### src/llbif_map.svh
`ifndef LLBIF_MAP_SVH
`define LLBIF_MAP_SVH

// ----------------------------------------------------------------------
// Clock and bit timing
// ----------------------------------------------------------------------
`define LLBIF_CLK_MHZ 100
`define LLBIF_BIT_TIME_NS 100
// Channel round trip in bit times, kept by the physical layer.
`define LLBIF_ROUND_TRIP_BT 450

// ----------------------------------------------------------------------
// Frame format
// ----------------------------------------------------------------------
`define LLBIF_ADDR_BITS 6'h30
`define LLBIF_OCTET_LAST 3'h7
`define LLBIF_FCS_LAST 5'h1f
`define LLBIF_MIN_FRAME 11'h040
`define LLBIF_MAX_FRAME 11'h5ee
`define LLBIF_OCT_SAT 11'h7ff

// ----------------------------------------------------------------------
// Check sequence
// ----------------------------------------------------------------------
`define LLBIF_CRC_POLY 32'h04c11db7
`define LLBIF_CRC_INIT 32'hffffffff
`define LLBIF_CRC_RESIDUE 32'hc704dd7b

// ----------------------------------------------------------------------
// Buffering
// ----------------------------------------------------------------------
`define LLBIF_FIFO_DEPTH 4

`endif

### src/llbif_pkg.sv
package llbif_pkg;

  // One octet of an outgoing frame, with a mark on the final octet.
  typedef struct packed {
    logic       last;
    logic [7:0] data;
  } llbif_octet_s;

  // Status reported with the end of each received frame.
  typedef struct packed {
    logic crc_ok;
    logic len_ok;
    logic align_err;
    logic group;
    logic bcast;
  } llbif_rx_stat_s;

  // Transmit sequencer states, one-hot.
  typedef enum logic [4:0] {
    LLBIF_TX_IDLE = 5'h01,
    LLBIF_TX_LOAD = 5'h02,
    LLBIF_TX_DATA = 5'h04,
    LLBIF_TX_FCS  = 5'h08,
    LLBIF_TX_END  = 5'h10
  } llbif_tx_e;

endpackage
### src/llbif_core.sv
`timescale 1ns/10ps

`include "llbif_map.svh"

module llbif_core
  import llbif_pkg::*;
#(
  parameter int FIFO_DEPTH = `LLBIF_FIFO_DEPTH
) (
  // Clock and reset.
  input wire logic ref_clk,
  input wire logic rst_n,
  // Outgoing octet stream from the client.
  input wire logic tx_valid,
  output logic tx_ready,
  input wire llbif_octet_s tx_octet,
  // Outgoing frame result.
  output logic tx_done,
  output logic tx_collision,
  // Incoming octet stream and frame end.
  output logic rx_valid,
  output logic [7:0] rx_data,
  output logic rx_end,
  output llbif_rx_stat_s rx_stat,
  // Bit-rate enable shared with the physical layer.
  output logic bit_tick,
  // Physical layer, transmit.
  output logic transmitting,
  output logic tx_bit_valid,
  output logic tx_bit_data,
  input wire logic tx_bit_done,
  input wire logic collision_detect,
  // Physical layer, receive.
  input wire logic carrier_sense,
  output logic rx_bit_req,
  input wire logic rx_bit_valid,
  input wire logic rx_bit_data
);

  // ----------------------------------------------------------------------
  // Bit-rate divider
  // ----------------------------------------------------------------------
  localparam int BIT_CYC_RAW = `LLBIF_BIT_TIME_NS * `LLBIF_CLK_MHZ / 1000;
  localparam int BIT_CYC = (BIT_CYC_RAW < 1) ? 1 : BIT_CYC_RAW;
  localparam int DW = (BIT_CYC > 1) ? $clog2(BIT_CYC) : 1;
  localparam logic [DW-1:0] DIV_LAST = DW'(BIT_CYC - 1);

  logic [DW-1:0] div_r;

  // bit-rate enable.
  // The physical layer paces its done strobe on this pulse; its receive valid strobes are timed by counting clocks.
  always_ff @(posedge ref_clk or negedge rst_n) begin
    if (!rst_n) begin
      div_r <= '0;
      bit_tick <= 1'b0;
    end else begin
      div_r <= (div_r == DIV_LAST) ? '0 : div_r + 1'b1;
      bit_tick <= (div_r == DIV_LAST);
    end
  end

  // Serial CRC step, most significant end first, matching x31 first out.
  function automatic logic [31:0] crc_step(input logic [31:0] c,
                                           input logic b);
    logic fb;
    fb = c[31] ^ b;
    crc_step = {c[30:0], 1'b0} ^ (fb ? `LLBIF_CRC_POLY : 32'h00000000);
  endfunction

  // ----------------------------------------------------------------------
  // Transmit buffer
  // ----------------------------------------------------------------------
  llbif_octet_s fifo_out;
  logic fifo_valid;
  logic fifo_pop;

  // Back-pressure: the client stalls whenever the serializer falls behind.
  llbif_fifo #(
    .WIDTH($bits(llbif_octet_s)),
    .DEPTH(FIFO_DEPTH)
  ) u_tx_fifo (
    .ref_clk(ref_clk),
    .rst_n(rst_n),
    .in_valid(tx_valid),
    .in_ready(tx_ready),
    .in_data(tx_octet),
    .out_valid(fifo_valid),
    .out_ready(fifo_pop),
    .out_data(fifo_out)
  );

  // ----------------------------------------------------------------------
  // Transmit sequencer
  // ----------------------------------------------------------------------
  llbif_tx_e tx_state_r;
  logic [7:0] tx_sh_r;
  logic tx_last_r;
  logic [2:0] tx_bit_r;
  logic [4:0] fcs_bit_r;
  logic [31:0] tx_crc_r;
  logic [31:0] fcs_r;

  // The octet is taken the cycle it is loaded into the shifter.
  assign fifo_pop = (tx_state_r == LLBIF_TX_LOAD) && fifo_valid;

  // one bit per transfer.
  // The bit stays presented until the physical layer reports it sent;
  // a stretched first transfer simply waits longer.
  // long first transfer.
  assign tx_bit_valid = (tx_state_r == LLBIF_TX_DATA) ||
                        (tx_state_r == LLBIF_TX_FCS);
  assign tx_bit_data = (tx_state_r == LLBIF_TX_FCS) ? fcs_r[31]
                                                    : tx_sh_r[0];

  // State walk. Running dry mid-frame stalls in LOAD, so clients should
  // queue the whole frame faster than one octet per eight bit times.
  always_ff @(posedge ref_clk or negedge rst_n) begin
    if (!rst_n) begin
      tx_state_r <= LLBIF_TX_IDLE;
    end else begin
      unique case (tx_state_r)
        LLBIF_TX_IDLE: begin
          if (fifo_valid && !carrier_sense) begin
            tx_state_r <= LLBIF_TX_LOAD;
          end
        end
        LLBIF_TX_LOAD: begin
          if (fifo_valid) begin
            tx_state_r <= LLBIF_TX_DATA;
          end
        end
        LLBIF_TX_DATA: begin
          if (tx_bit_done && tx_bit_r == `LLBIF_OCTET_LAST) begin
            tx_state_r <= tx_last_r ? LLBIF_TX_FCS : LLBIF_TX_LOAD;
          end
        end
        LLBIF_TX_FCS: begin
          if (tx_bit_done && fcs_bit_r == `LLBIF_FCS_LAST) begin
            tx_state_r <= LLBIF_TX_END;
          end
        end
        LLBIF_TX_END: begin
          tx_state_r <= LLBIF_TX_IDLE;
        end
      endcase
    end
  end

  // transmitting flag.
  // Raised on leaving IDLE, a cycle before the first bit is shown, and
  // dropped once the final check bit has gone.
  // framing by flag only.
  always_ff @(posedge ref_clk or negedge rst_n) begin
    if (!rst_n) begin
      transmitting <= 1'b0;
    end else if (tx_state_r == LLBIF_TX_IDLE && fifo_valid &&
                 !carrier_sense) begin
      transmitting <= 1'b1;
    end else if (tx_state_r == LLBIF_TX_END) begin
      transmitting <= 1'b0;
    end
  end

  // Data shifter and per-octet bit count.
  // whole octets only.
  always_ff @(posedge ref_clk or negedge rst_n) begin
    if (!rst_n) begin
      tx_sh_r <= 8'h00;
      tx_last_r <= 1'b0;
      tx_bit_r <= 3'h0;
    end else if (fifo_pop) begin
      tx_sh_r <= fifo_out.data;
      tx_last_r <= fifo_out.last;
      tx_bit_r <= 3'h0;
    end else if (tx_state_r == LLBIF_TX_DATA && tx_bit_done) begin
      tx_sh_r <= {1'b0, tx_sh_r[7:1]};
      tx_bit_r <= tx_bit_r + 3'h1;
    end
  end

  // check sequence.
  // Accumulates over every data bit; complemented when the last one goes.
  always_ff @(posedge ref_clk or negedge rst_n) begin
    if (!rst_n) begin
      tx_crc_r <= `LLBIF_CRC_INIT;
      fcs_r <= 32'h00000000;
      fcs_bit_r <= 5'h00;
    end else if (tx_state_r == LLBIF_TX_IDLE) begin
      tx_crc_r <= `LLBIF_CRC_INIT;
      fcs_bit_r <= 5'h00;
    end else if (tx_state_r == LLBIF_TX_DATA && tx_bit_done) begin
      tx_crc_r <= crc_step(tx_crc_r, tx_sh_r[0]);
      if (tx_last_r && tx_bit_r == `LLBIF_OCTET_LAST) begin
        fcs_r <= ~crc_step(tx_crc_r, tx_sh_r[0]);
      end
    end else if (tx_state_r == LLBIF_TX_FCS && tx_bit_done) begin
      fcs_r <= {fcs_r[30:0], 1'b0};
      fcs_bit_r <= fcs_bit_r + 5'h01;
    end
  end

  // concurrent collision watch.
  // Sampled every clock, so a collision wholly inside a prolonged first
  // transfer is still caught. Cleared when the next frame starts.
  always_ff @(posedge ref_clk or negedge rst_n) begin
    if (!rst_n) begin
      tx_collision <= 1'b0;
      tx_done <= 1'b0;
    end else begin
      tx_done <= (tx_state_r == LLBIF_TX_END);
      if (tx_state_r != LLBIF_TX_IDLE && collision_detect) begin
        tx_collision <= 1'b1;
      end else if (tx_state_r == LLBIF_TX_IDLE && fifo_valid &&
                   !carrier_sense) begin
        tx_collision <= 1'b0;
      end
    end
  end

  // ----------------------------------------------------------------------
  // Receive collector
  // ----------------------------------------------------------------------
  logic crs_d_r;
  logic rx_take;
  logic [7:0] rx_sh_r;
  logic [2:0] rx_bit_r;
  logic [10:0] rx_oct_r;
  logic [5:0] addr_cnt_r;
  logic group_r;
  logic bcast_r;
  logic [31:0] rx_crc_r;

  assign rx_bit_req = carrier_sense;
  // discard at carrier fall.
  // A strobe without carrier is the undefined tail bit and is dropped.
  assign rx_take = rx_bit_valid && carrier_sense;

  // Octet assembly, first bit lands in bit 0.
  // lsb first.
  always_ff @(posedge ref_clk or negedge rst_n) begin
    if (!rst_n) begin
      rx_sh_r <= 8'h00;
      rx_bit_r <= 3'h0;
      rx_valid <= 1'b0;
      rx_data <= 8'h00;
    end else begin
      rx_valid <= 1'b0;
      if (rx_take) begin
        rx_sh_r <= {rx_bit_data, rx_sh_r[7:1]};
        rx_bit_r <= rx_bit_r + 3'h1;
        if (rx_bit_r == `LLBIF_OCTET_LAST) begin
          rx_data <= {rx_bit_data, rx_sh_r[7:1]};
          rx_valid <= 1'b1;
        end
      end else if (!carrier_sense) begin
        rx_bit_r <= 3'h0;
      end
    end
  end

  // Octet count, saturating well above the largest valid frame.
  always_ff @(posedge ref_clk or negedge rst_n) begin
    if (!rst_n) begin
      rx_oct_r <= 11'h000;
    end else if (rx_take && rx_bit_r == `LLBIF_OCTET_LAST &&
                 rx_oct_r != `LLBIF_OCT_SAT) begin
      rx_oct_r <= rx_oct_r + 11'h001;
    end else if (!carrier_sense && !crs_d_r) begin
      rx_oct_r <= 11'h000;
    end
  end

  // no null address.
  // Every value is a legal address; only group and broadcast are marked.
  always_ff @(posedge ref_clk or negedge rst_n) begin
    if (!rst_n) begin
      addr_cnt_r <= 6'h00;
      group_r <= 1'b0;
      bcast_r <= 1'b1;
    end else if (rx_take && addr_cnt_r != `LLBIF_ADDR_BITS) begin
      addr_cnt_r <= addr_cnt_r + 6'h01;
      if (addr_cnt_r == 6'h00) begin
        group_r <= rx_bit_data;
      end
      bcast_r <= bcast_r & rx_bit_data;
    end else if (!carrier_sense && !crs_d_r) begin
      addr_cnt_r <= 6'h00;
      bcast_r <= 1'b1;
    end
  end

  // receive check.
  // Running over the check field too leaves a fixed residue when clean.
  always_ff @(posedge ref_clk or negedge rst_n) begin
    if (!rst_n) begin
      rx_crc_r <= `LLBIF_CRC_INIT;
    end else if (rx_take) begin
      rx_crc_r <= crc_step(rx_crc_r, rx_bit_data);
    end else if (!carrier_sense && !crs_d_r) begin
      rx_crc_r <= `LLBIF_CRC_INIT;
    end
  end

  // edges unaligned.
  // Status is judged on bits actually taken, not on carrier timing.
  // length window.
  always_ff @(posedge ref_clk or negedge rst_n) begin
    if (!rst_n) begin
      crs_d_r <= 1'b0;
      rx_end <= 1'b0;
      rx_stat <= '0;
    end else begin
      crs_d_r <= carrier_sense;
      rx_end <= 1'b0;
      if (crs_d_r && !carrier_sense) begin
        rx_end <= 1'b1;
        rx_stat.crc_ok <= (rx_crc_r == `LLBIF_CRC_RESIDUE);
        rx_stat.len_ok <= (rx_oct_r >= `LLBIF_MIN_FRAME) &&
                          (rx_oct_r <= `LLBIF_MAX_FRAME);
        rx_stat.align_err <= (rx_bit_r != 3'h0);
        rx_stat.group <= group_r;
        rx_stat.bcast <= group_r && bcast_r &&
                         (addr_cnt_r == `LLBIF_ADDR_BITS);
      end
    end
  end

endmodule

### src/llbif_fifo.sv
`timescale 1ns/10ps

module llbif_fifo #(
  parameter int WIDTH = 9,
  parameter int DEPTH = 4
) (
  // Clock and reset.
  input wire logic ref_clk,
  input wire logic rst_n,
  // Filling side.
  input wire logic in_valid,
  output logic in_ready,
  input wire logic [WIDTH-1:0] in_data,
  // Draining side.
  output logic out_valid,
  input wire logic out_ready,
  output logic [WIDTH-1:0] out_data
);

  localparam int AW = (DEPTH > 1) ? $clog2(DEPTH) : 1;
  localparam int CW = $clog2(DEPTH + 1);
  localparam logic [AW-1:0] PTR_LAST = AW'(DEPTH - 1);
  localparam logic [CW-1:0] CNT_FULL = CW'(DEPTH);

  logic [WIDTH-1:0] mem_r [DEPTH];
  logic [AW-1:0] wr_ptr_r;
  logic [AW-1:0] rd_ptr_r;
  logic [CW-1:0] count_r;
  logic push;
  logic pop;

  // Full and empty come straight from the occupancy count.
  assign in_ready = (count_r != CNT_FULL);
  assign out_valid = (count_r != '0);
  assign push = in_valid && in_ready;
  assign pop = out_valid && out_ready;
  assign out_data = mem_r[rd_ptr_r];

  // Storage is written only on an accepted push.
  always_ff @(posedge ref_clk) begin
    if (push) begin
      mem_r[wr_ptr_r] <= in_data;
    end
  end

  // Pointers wrap at the depth, which need not be a power of two.
  always_ff @(posedge ref_clk or negedge rst_n) begin
    if (!rst_n) begin
      wr_ptr_r <= '0;
      rd_ptr_r <= '0;
    end else begin
      if (push) begin
        wr_ptr_r <= (wr_ptr_r == PTR_LAST) ? '0 : wr_ptr_r + 1'b1;
      end
      if (pop) begin
        rd_ptr_r <= (rd_ptr_r == PTR_LAST) ? '0 : rd_ptr_r + 1'b1;
      end
    end
  end

  // Occupancy count.
  always_ff @(posedge ref_clk or negedge rst_n) begin
    if (!rst_n) begin
      count_r <= '0;
    end else if (push && !pop) begin
      count_r <= count_r + 1'b1;
    end else if (pop && !push) begin
      count_r <= count_r - 1'b1;
    end
  end

endmodule

### config.mk
export PLATFORM = sky130hd
export DESIGN_NAME = llbif_core
export DESIGN_NICKNAME = d
export VERILOG_FILES = /design/src/llbif_pkg.sv /design/src/llbif_core.sv /design/src/llbif_fifo.sv
export VERILOG_INCLUDE_DIRS = /design/src
export SDC_FILE = /design/constraint.sdc
export NUM_CORES = 1
export LEC_CHECK = 0
export BUFFER_PORTS_ARGS = -buffer_cell sky130_fd_sc_hd__buf_2
export CORE_MARGIN = 2
export CORE_UTILIZATION = 45
export DETAILED_ROUTE_END_ITERATION = 7
export MAX_ROUTING_LAYER = met4
export SYNTH_ARGS = -nofsm -noshare
export SYNTH_HDL_FRONTEND = slang
export SYNTH_SLANG_ARGS = --single-unit
### constraint.sdc
create_clock -name ref_clk -period 2.86 [get_ports ref_clk]
set_input_delay 0.143 -clock ref_clk [delete_from_list [all_inputs] [get_ports ref_clk]]
set_output_delay 0.143 -clock ref_clk [all_outputs]
set_load 0.005 [all_outputs]
# After elaboration in Yosys (flattened, before gate mapping)
# Memories as Yosys holds them, arrays and structs flattened.
# Cells that the tools add are included.
[word_totals]
register_bits = 179
ram_bits = 36
input_bits = 17
output_inout_bits = 23
wordCells = 166
mem_count = 1
[classes]
addsub = 10
n_lt_le_gt_ge = 2
n_eq_ne = 24
n_mux = 45
n_bitwise = 7
n_reduce_logical = 46
[mem_list]
columns = ["name", "words", "width", "read_ports", "rd_ports_with_merged_regs", "write_ports", "line_no", "source"]
rows = [
  ["u_tx_fifo.mem_r", 4, 9, 1, 0, 1, "llbif_fifo.sv:25", "logic [WIDTH-1:0] mem_r [DEPTH];"],
]
[op_table]
columns = ["op", "count"]
rows = [
  ["$mux 32", 7],
  ["$xor 32x27->32", 2],
  ["$mux 27", 2],
  ["$mux 5", 7],
  ["$eq 32x32->1 const B", 1],
  ["$not 32->32", 1],
  ["$pmux 5 s5", 1],
  ["$logic_and 1x1->1", 23],
  ["$mux 11", 2],
  ["$reduce_bool 2->1", 10],
  ["$mux 3", 6],
  ["$mux 8", 2],
  ["$mux 1", 12],
  ["$mux 6", 2],
  ["$add 11x1->11 const B", 1],
  ["$ge 11x7->1 const B", 1],
  ["$le 11x11->1 const B", 1],
  ["$ne 11x11->1 const B", 1],
  ["$eq 5x5->1 const B", 2],
  ["$add 3x1->3 const B", 3],
  ["$mux 4", 2],
  ["$ne 2x2->1 const B", 4],
  ["$add 6x1->6 const B", 1],
  ["$eq 3x3->1 const B", 2],
  ["other kinds (26)", 38],
]

# Logic depth before layout (Yosys ltp)
[logic_depth]
ltp_word = 6
mapped_depth = 11
ltp_nobuf = 10

# By module
# A second synthesis with hierarchy kept.
[hier_totals]
hier_cells = 864
area_unflattened_um2 = 9390.3
[by_module_without_submodules]
columns = ["module", "n_inst", "cells_each", "area_each_um2", "seq_area_each_um2"]
rows = [
  ["llbif_core", 1, 780, 7644.8, 4361.7],
  ["llbif_fifo", 1, 84, 1745.4, 1256.2],
]

# Worst setup path before layout
# No wires, ideal clock.
[synth_path]
path_type = "flip-flop to flip-flop"
startpoint = "register tx_state_r[0]"
endpoint = "register u_tx_fifo.count_r[1]"
setup_ns = 0.125
arrival_ns = 2.154
required_time_ns = 2.735
setup_slack_ns = 0.581
path_stages_with_launch = 10
path_buffers = 1
synth_period_minus_slack_ns = 2.279
cell_sequence = "dfstp_2 > nor3_1 > nand3b_1 > nor2_1 > buf_2 > inv_1 > ha_1 > inv_1 > fa_1 > mux2_2"
[synth_between]
elab_chain_len = 6
word_cells_on_any_way = 8
classes_between = "1 x eq/ne; 1 x mux; 6 x reduce/logical"
[synth_lines]
columns = ["element", "line_no", "source"]
rows = [
  ["start, declared", "llbif_core.sv:95", "llbif_tx_e tx_state_r;"],
  ["start signal, assigned", "llbif_core.sv:134", "tx_state_r <= tx_last_r ? LLBIF_TX_FCS : LLBIF_TX_LOAD;"],
  ["$eq 5x2->1 *", "llbif_core.sv:104", "assign fifo_pop = (tx_state_r == LLBIF_TX_LOAD) && fifo_valid;"],
  ["$logic_and 1x1->1 *", "llbif_core.sv:104", ""],
  ["$logic_and 1x1->1 *", "llbif_fifo.sv:36", "assign pop = out_valid && out_ready;"],
  ["$logic_not 1->1", "llbif_fifo.sv:65", "end else if (push && !pop) begin"],
  ["$logic_and 1x1->1", "llbif_fifo.sv:65", ""],
  ["$mux 3 / $reduce_bool 2->1 (equally long branches)", "--", ""],
  ["end signal, assigned", "llbif_fifo.sv:66", "count_r <= count_r + 1'b1;"],
  ["end signal, assigned", "llbif_fifo.sv:68", "count_r <= count_r - 1'b1;"],
  ["end, declared", "llbif_fifo.sv:28", "logic [CW-1:0] count_r;"],
]
# Every way passes the cells marked *; elsewhere a longest branch is shown, timed or not.
# A chain may end at the register's enable or synchronous reset.

# Worst setup path in the final report
[layout_path]
startpoint = "register u_tx_fifo.count_r[0]"
endpoint = "register u_tx_fifo.count_r[2]"
[layout_between]
elab_chain_len = 6
word_cells_on_any_way = 14
classes_between = "2 x add/sub; 1 x eq/ne; 2 x mux; 9 x reduce/logical"
[layout_lines]
columns = ["element"]
rows = [
  ["branches (longest 6 deep; another with $sub 3x1->3)"],
]
# Several ways; the timed one is not identified. The select of a mux whose other input is x is not followed.

==> impl_results.md <==
* Port Buffers at 39
* DR vias at 6,118
* Min cycle time layout at 2.18 ns
* Pins Over Slew Limit at 0
* Final hold viol count at 0
* CP required at about 3.3 ns
* Most used flip-flop cell after synthesis: dfrtp_1
* First-pass DRT Iterations at 4
* Worst-path fanout max at 4
* Reg2reg setup slack at 0.68 ns
* Cells along the critical path: nor3_1 -> nor2_1 -> inv_1 -> ha_1 -> inv_1 -> fa_1 -> xor2_1 -> nor2_1 -> xor2_1
* Seq/Total Area, Yosys at ~60%
* FF-to-FF Start: u_tx_fifo.count_r[0]
* Tot Pwr at 9.19 mW
* CP peak stage delay at around 0.43 ns
* Synth Net Count at 837
* Reg2reg end: u_tx_fifo.count_r[2]
* Final count of negative-setup-slack endpoints at 0
* Initial core utilization at 45.9%
* First-pass GRT wire length at ~30,000 um
* Routed WL at 17,200 um
* Tot GR Track Use at 17.2%
* Critical Path Start: u_tx_fifo.count_r[0]
* Outcome: finished, final reports clean
* CTS tree: done
* Chip height at ~150 um
* Slew @ Worst Pin at 0.834 ns
* Full die area at 21,900 sq um
* Setup crit end kind: register
* Layout cells sized above 1 at 23.7%
* Initial antenna violation count at 1
* Hold buffer count at CTS at 13
* Power per cell area at 861 nW/um^2
* RSZ-0062 raised after global routing: no
* H-tree levels at 1
* Core Area at around 20,000 sq um
* Vias in the first global route at 6,281
* Data arrival, critical path at between 2 and 3 ns
* P_leak at between 4 and 5 nW
* Clk Latency, worst-skew pair at around 0.51 ns
* Via density at 5.36
* IO Count at 40
* Top cell family by delay on the critical path: simple AND/OR/NAND/NOR gates
* Clock Skews at 0.0138 ns
* Fill cells at 1,787
* VDD IR max at around 0.54 mV
* Slowest cell on crit path: dfrtp_1
* DR WL/cell at 15.1 um
* Post-Syn Area per Cell at approximately 12 sq um
* CP Launch Type: register
* Ys Warns at 0
* Syn Inst Count at 802
* CTS Buffer Depth at 3
* Final nets at 888
* Hold Crit Depth at 2
* Final core utilization at between 50% and 60%
* Dpl hpwl at 10,900 um
* Sink Count at 214
* DRT iter0 DRCs at between 300 and 400
* Largest net degree at the start of global routing at 87
* GRT overflow at 0
* Postcts setup bufs at 0
* Cell Rows at 52
* Synth unique cells at between 50 and 60
* Fmax at 459 MHz
* EDFF count, synth at 36
* Path depth of the worst reg2reg path at 9
* Endpoint, Worst Hold: addr_cnt_r[5]
* Worst Path Buf+Inv at 2
* Setup Crit Path Kind: reg -> reg
* Post-cts resize count at 0
* Clk root buf: clkbuf_16
* CTS clock-pin slew for the worst setup and hold paths at 0.06 ns
* Detailed-route DRC error count at 0
* Fin crit share at 76.2%
* Die Wd at between 100 and 150 um
* Max-cap violations at 0
* Antenna-violating nets left at 0
* Mapped cell area at 9330 sq um
* Hold Crit Class: in -> reg
* #FFs+latches synth at ~210
* Slew margin rel. at about 44%
* Async S/R FF share, synth at 83.2%
* Number of CTS-inserted buffers at 24
* Setup TNS at 0 ns
* Layout area overhead at 14.4%
* Routability Congestion at approximately 0.78
* Hold path start: rx_bit_valid
==> flip-flops by register name (all words and copies together) (netlist names), 2 cells and up <==
| name | cells |
|---|---|
| rx_crc_r | 32 |
| tx_sh_r | 8 |
| addr_cnt_r | 6 |
| u_tx_fifo.rd_ptr_r | 2 |
| div_r | 4 |
| fcs_r | 32 |
| u_tx_fifo.wr_ptr_r | 2 |
| rx_stat | 5 |
| rx_sh_r | 7 |
| u_tx_fifo.count_r | 3 |
| tx_crc_r | 32 |
| tx_state_r | 5 |
| rx_bit_r | 3 |
| u_tx_fifo.mem_r | 36 |
| rx_oct_r | 11 |
| fcs_bit_r | 5 |
| rx_data | 8 |
| tx_bit_r | 3 |
==> cells by family (layout without fill, tap and decap cells) <==
group	Yosys count	after routing	synth area share [%]
and+or+nand+nor	246	246	11.9
DFF	214	214	60.2
AOI/OAI and AO/OA	183	183	12.7
buffers and inverters	61	130	3.05
muxes	43	43	6.12
xor gates and xnor gates	37	37	3.48
adders and majority gates	18	18	2.50
other	0	1	0
==> worst register-to-register path, stage by stage, from the launching register on <==
cell     delay [ns]
dfrtp_1        0.43
nor3_1         0.40
nor2_1         0.12
inv_1          0.09
ha_1           0.17
inv_1          0.06
fa_1           0.37
xor2_1         0.18
nor2_1         0.12
xor2_1         0.17
==> cells in the mapped netlist, types with 4 or more instances <==
cell type,count,area (sq um)
a21oi_1,44,220
a31oi_1,7,43.8
and3_1,8,50.1
buf_2,16,80.1
clkbuf_1,17,63.8
dfrtp_1,112,2800
dfstp_2,66,1730
edfxtp_1,36,1080
ha_1,17,213
inv_1,18,67.6
mux2_2,22,248
mux2i_1,12,120
mux4_2,9,203
nand2_1,92,345
nand3_1,13,65.1
nand4_1,8,50.1
nor2_1,88,330
nor2b_1,5,31.3
nor3_1,4,20.0
nor4_1,4,25.0
o21ai_0,69,345
o22a_1,32,280
o31ai_1,7,52.6
o31ai_2,10,125
xnor2_1,16,140
xor2_1,21,184
==> metrics by stage <==
stage	hold WS, ns	worst slack [ns]	cell area (sq um)	instances
finish	0.0435	0.680	10700	1142
global route	0.0558	0.452	10700	1142
CTS	0.0285	0.645	10700	1141
detailed placement	0.252	0.671	9780	1084
global placement	0.246	0.783	9780	1084
floorplan	-0.153	0.581	9330	802
==> metal layers <==
metal / track usage, % / share of wire [%] / wire (um) / up-vias
met5: - / 0 / 0 / -
li1: - / - / - / 2937
met4: 4.33 / 1.9 / 336 / 0
met2: 28.5 / 49 / 8460 / 80
met1: 22.1 / 45 / 7790 / 3074
met3: 3.02 / 3.8 / 661 / 27
==> where the power goes <==
part           internal (mW)  switching [mW]
clock                   1.74            1.18
sequential              3.86           0.415
combinational          0.928            1.06
total                   6.53            2.66
==> final cells by class <==
type	instances	area (sq um)	area share (%)
inverters	18	67.6	0.633
well taps	270	338	3.17
flip-flops and latches	214	5620	52.7
multi-input cells	527	3430	32.1
clock inverters	9	67.6	0.633
repair buffers	68	464	4.35
clock buffers	35	683	6.40
diodes	1	2.50	0.0235
==> layout by cell type, fill, tap and decap left out, types with 12 or more instances in the layout <==
| cell type | n |
|---|---|
| buf_2 | 38 |
| nor2_1 | 88 |
| clkbuf_16 | 25 |
| xor2_1 | 21 |
| nand3_1 | 13 |
| o21ai_0 | 69 |
| dlygate4sd3_1 | 13 |
| dfrtp_1 | 112 |
| dfstp_2 | 66 |
| inv_1 | 18 |
| ha_1 | 17 |
| xnor2_1 | 16 |
| o22a_1 | 32 |
| mux2_2 | 22 |
| nand2_1 | 92 |
| edfxtp_1 | 36 |
| a21oi_1 | 43 |
| buf_4 | 15 |
| mux2i_1 | 12 |
==> worst max path at each step <==
stage                                 to  slack [ns]  cells after the start
floorplan           u_tx_fifo.count_r[1]        0.58                      9
global placement    u_tx_fifo.count_r[2]        0.78                      9
detailed placement  u_tx_fifo.count_r[2]        0.67                      9
CTS                 u_tx_fifo.count_r[2]        0.64                      9
global route        u_tx_fifo.count_r[2]        0.45                      9
finish              u_tx_fifo.count_r[2]        0.68                      9
No activity file was read; power rests on OpenSTA's default activity.
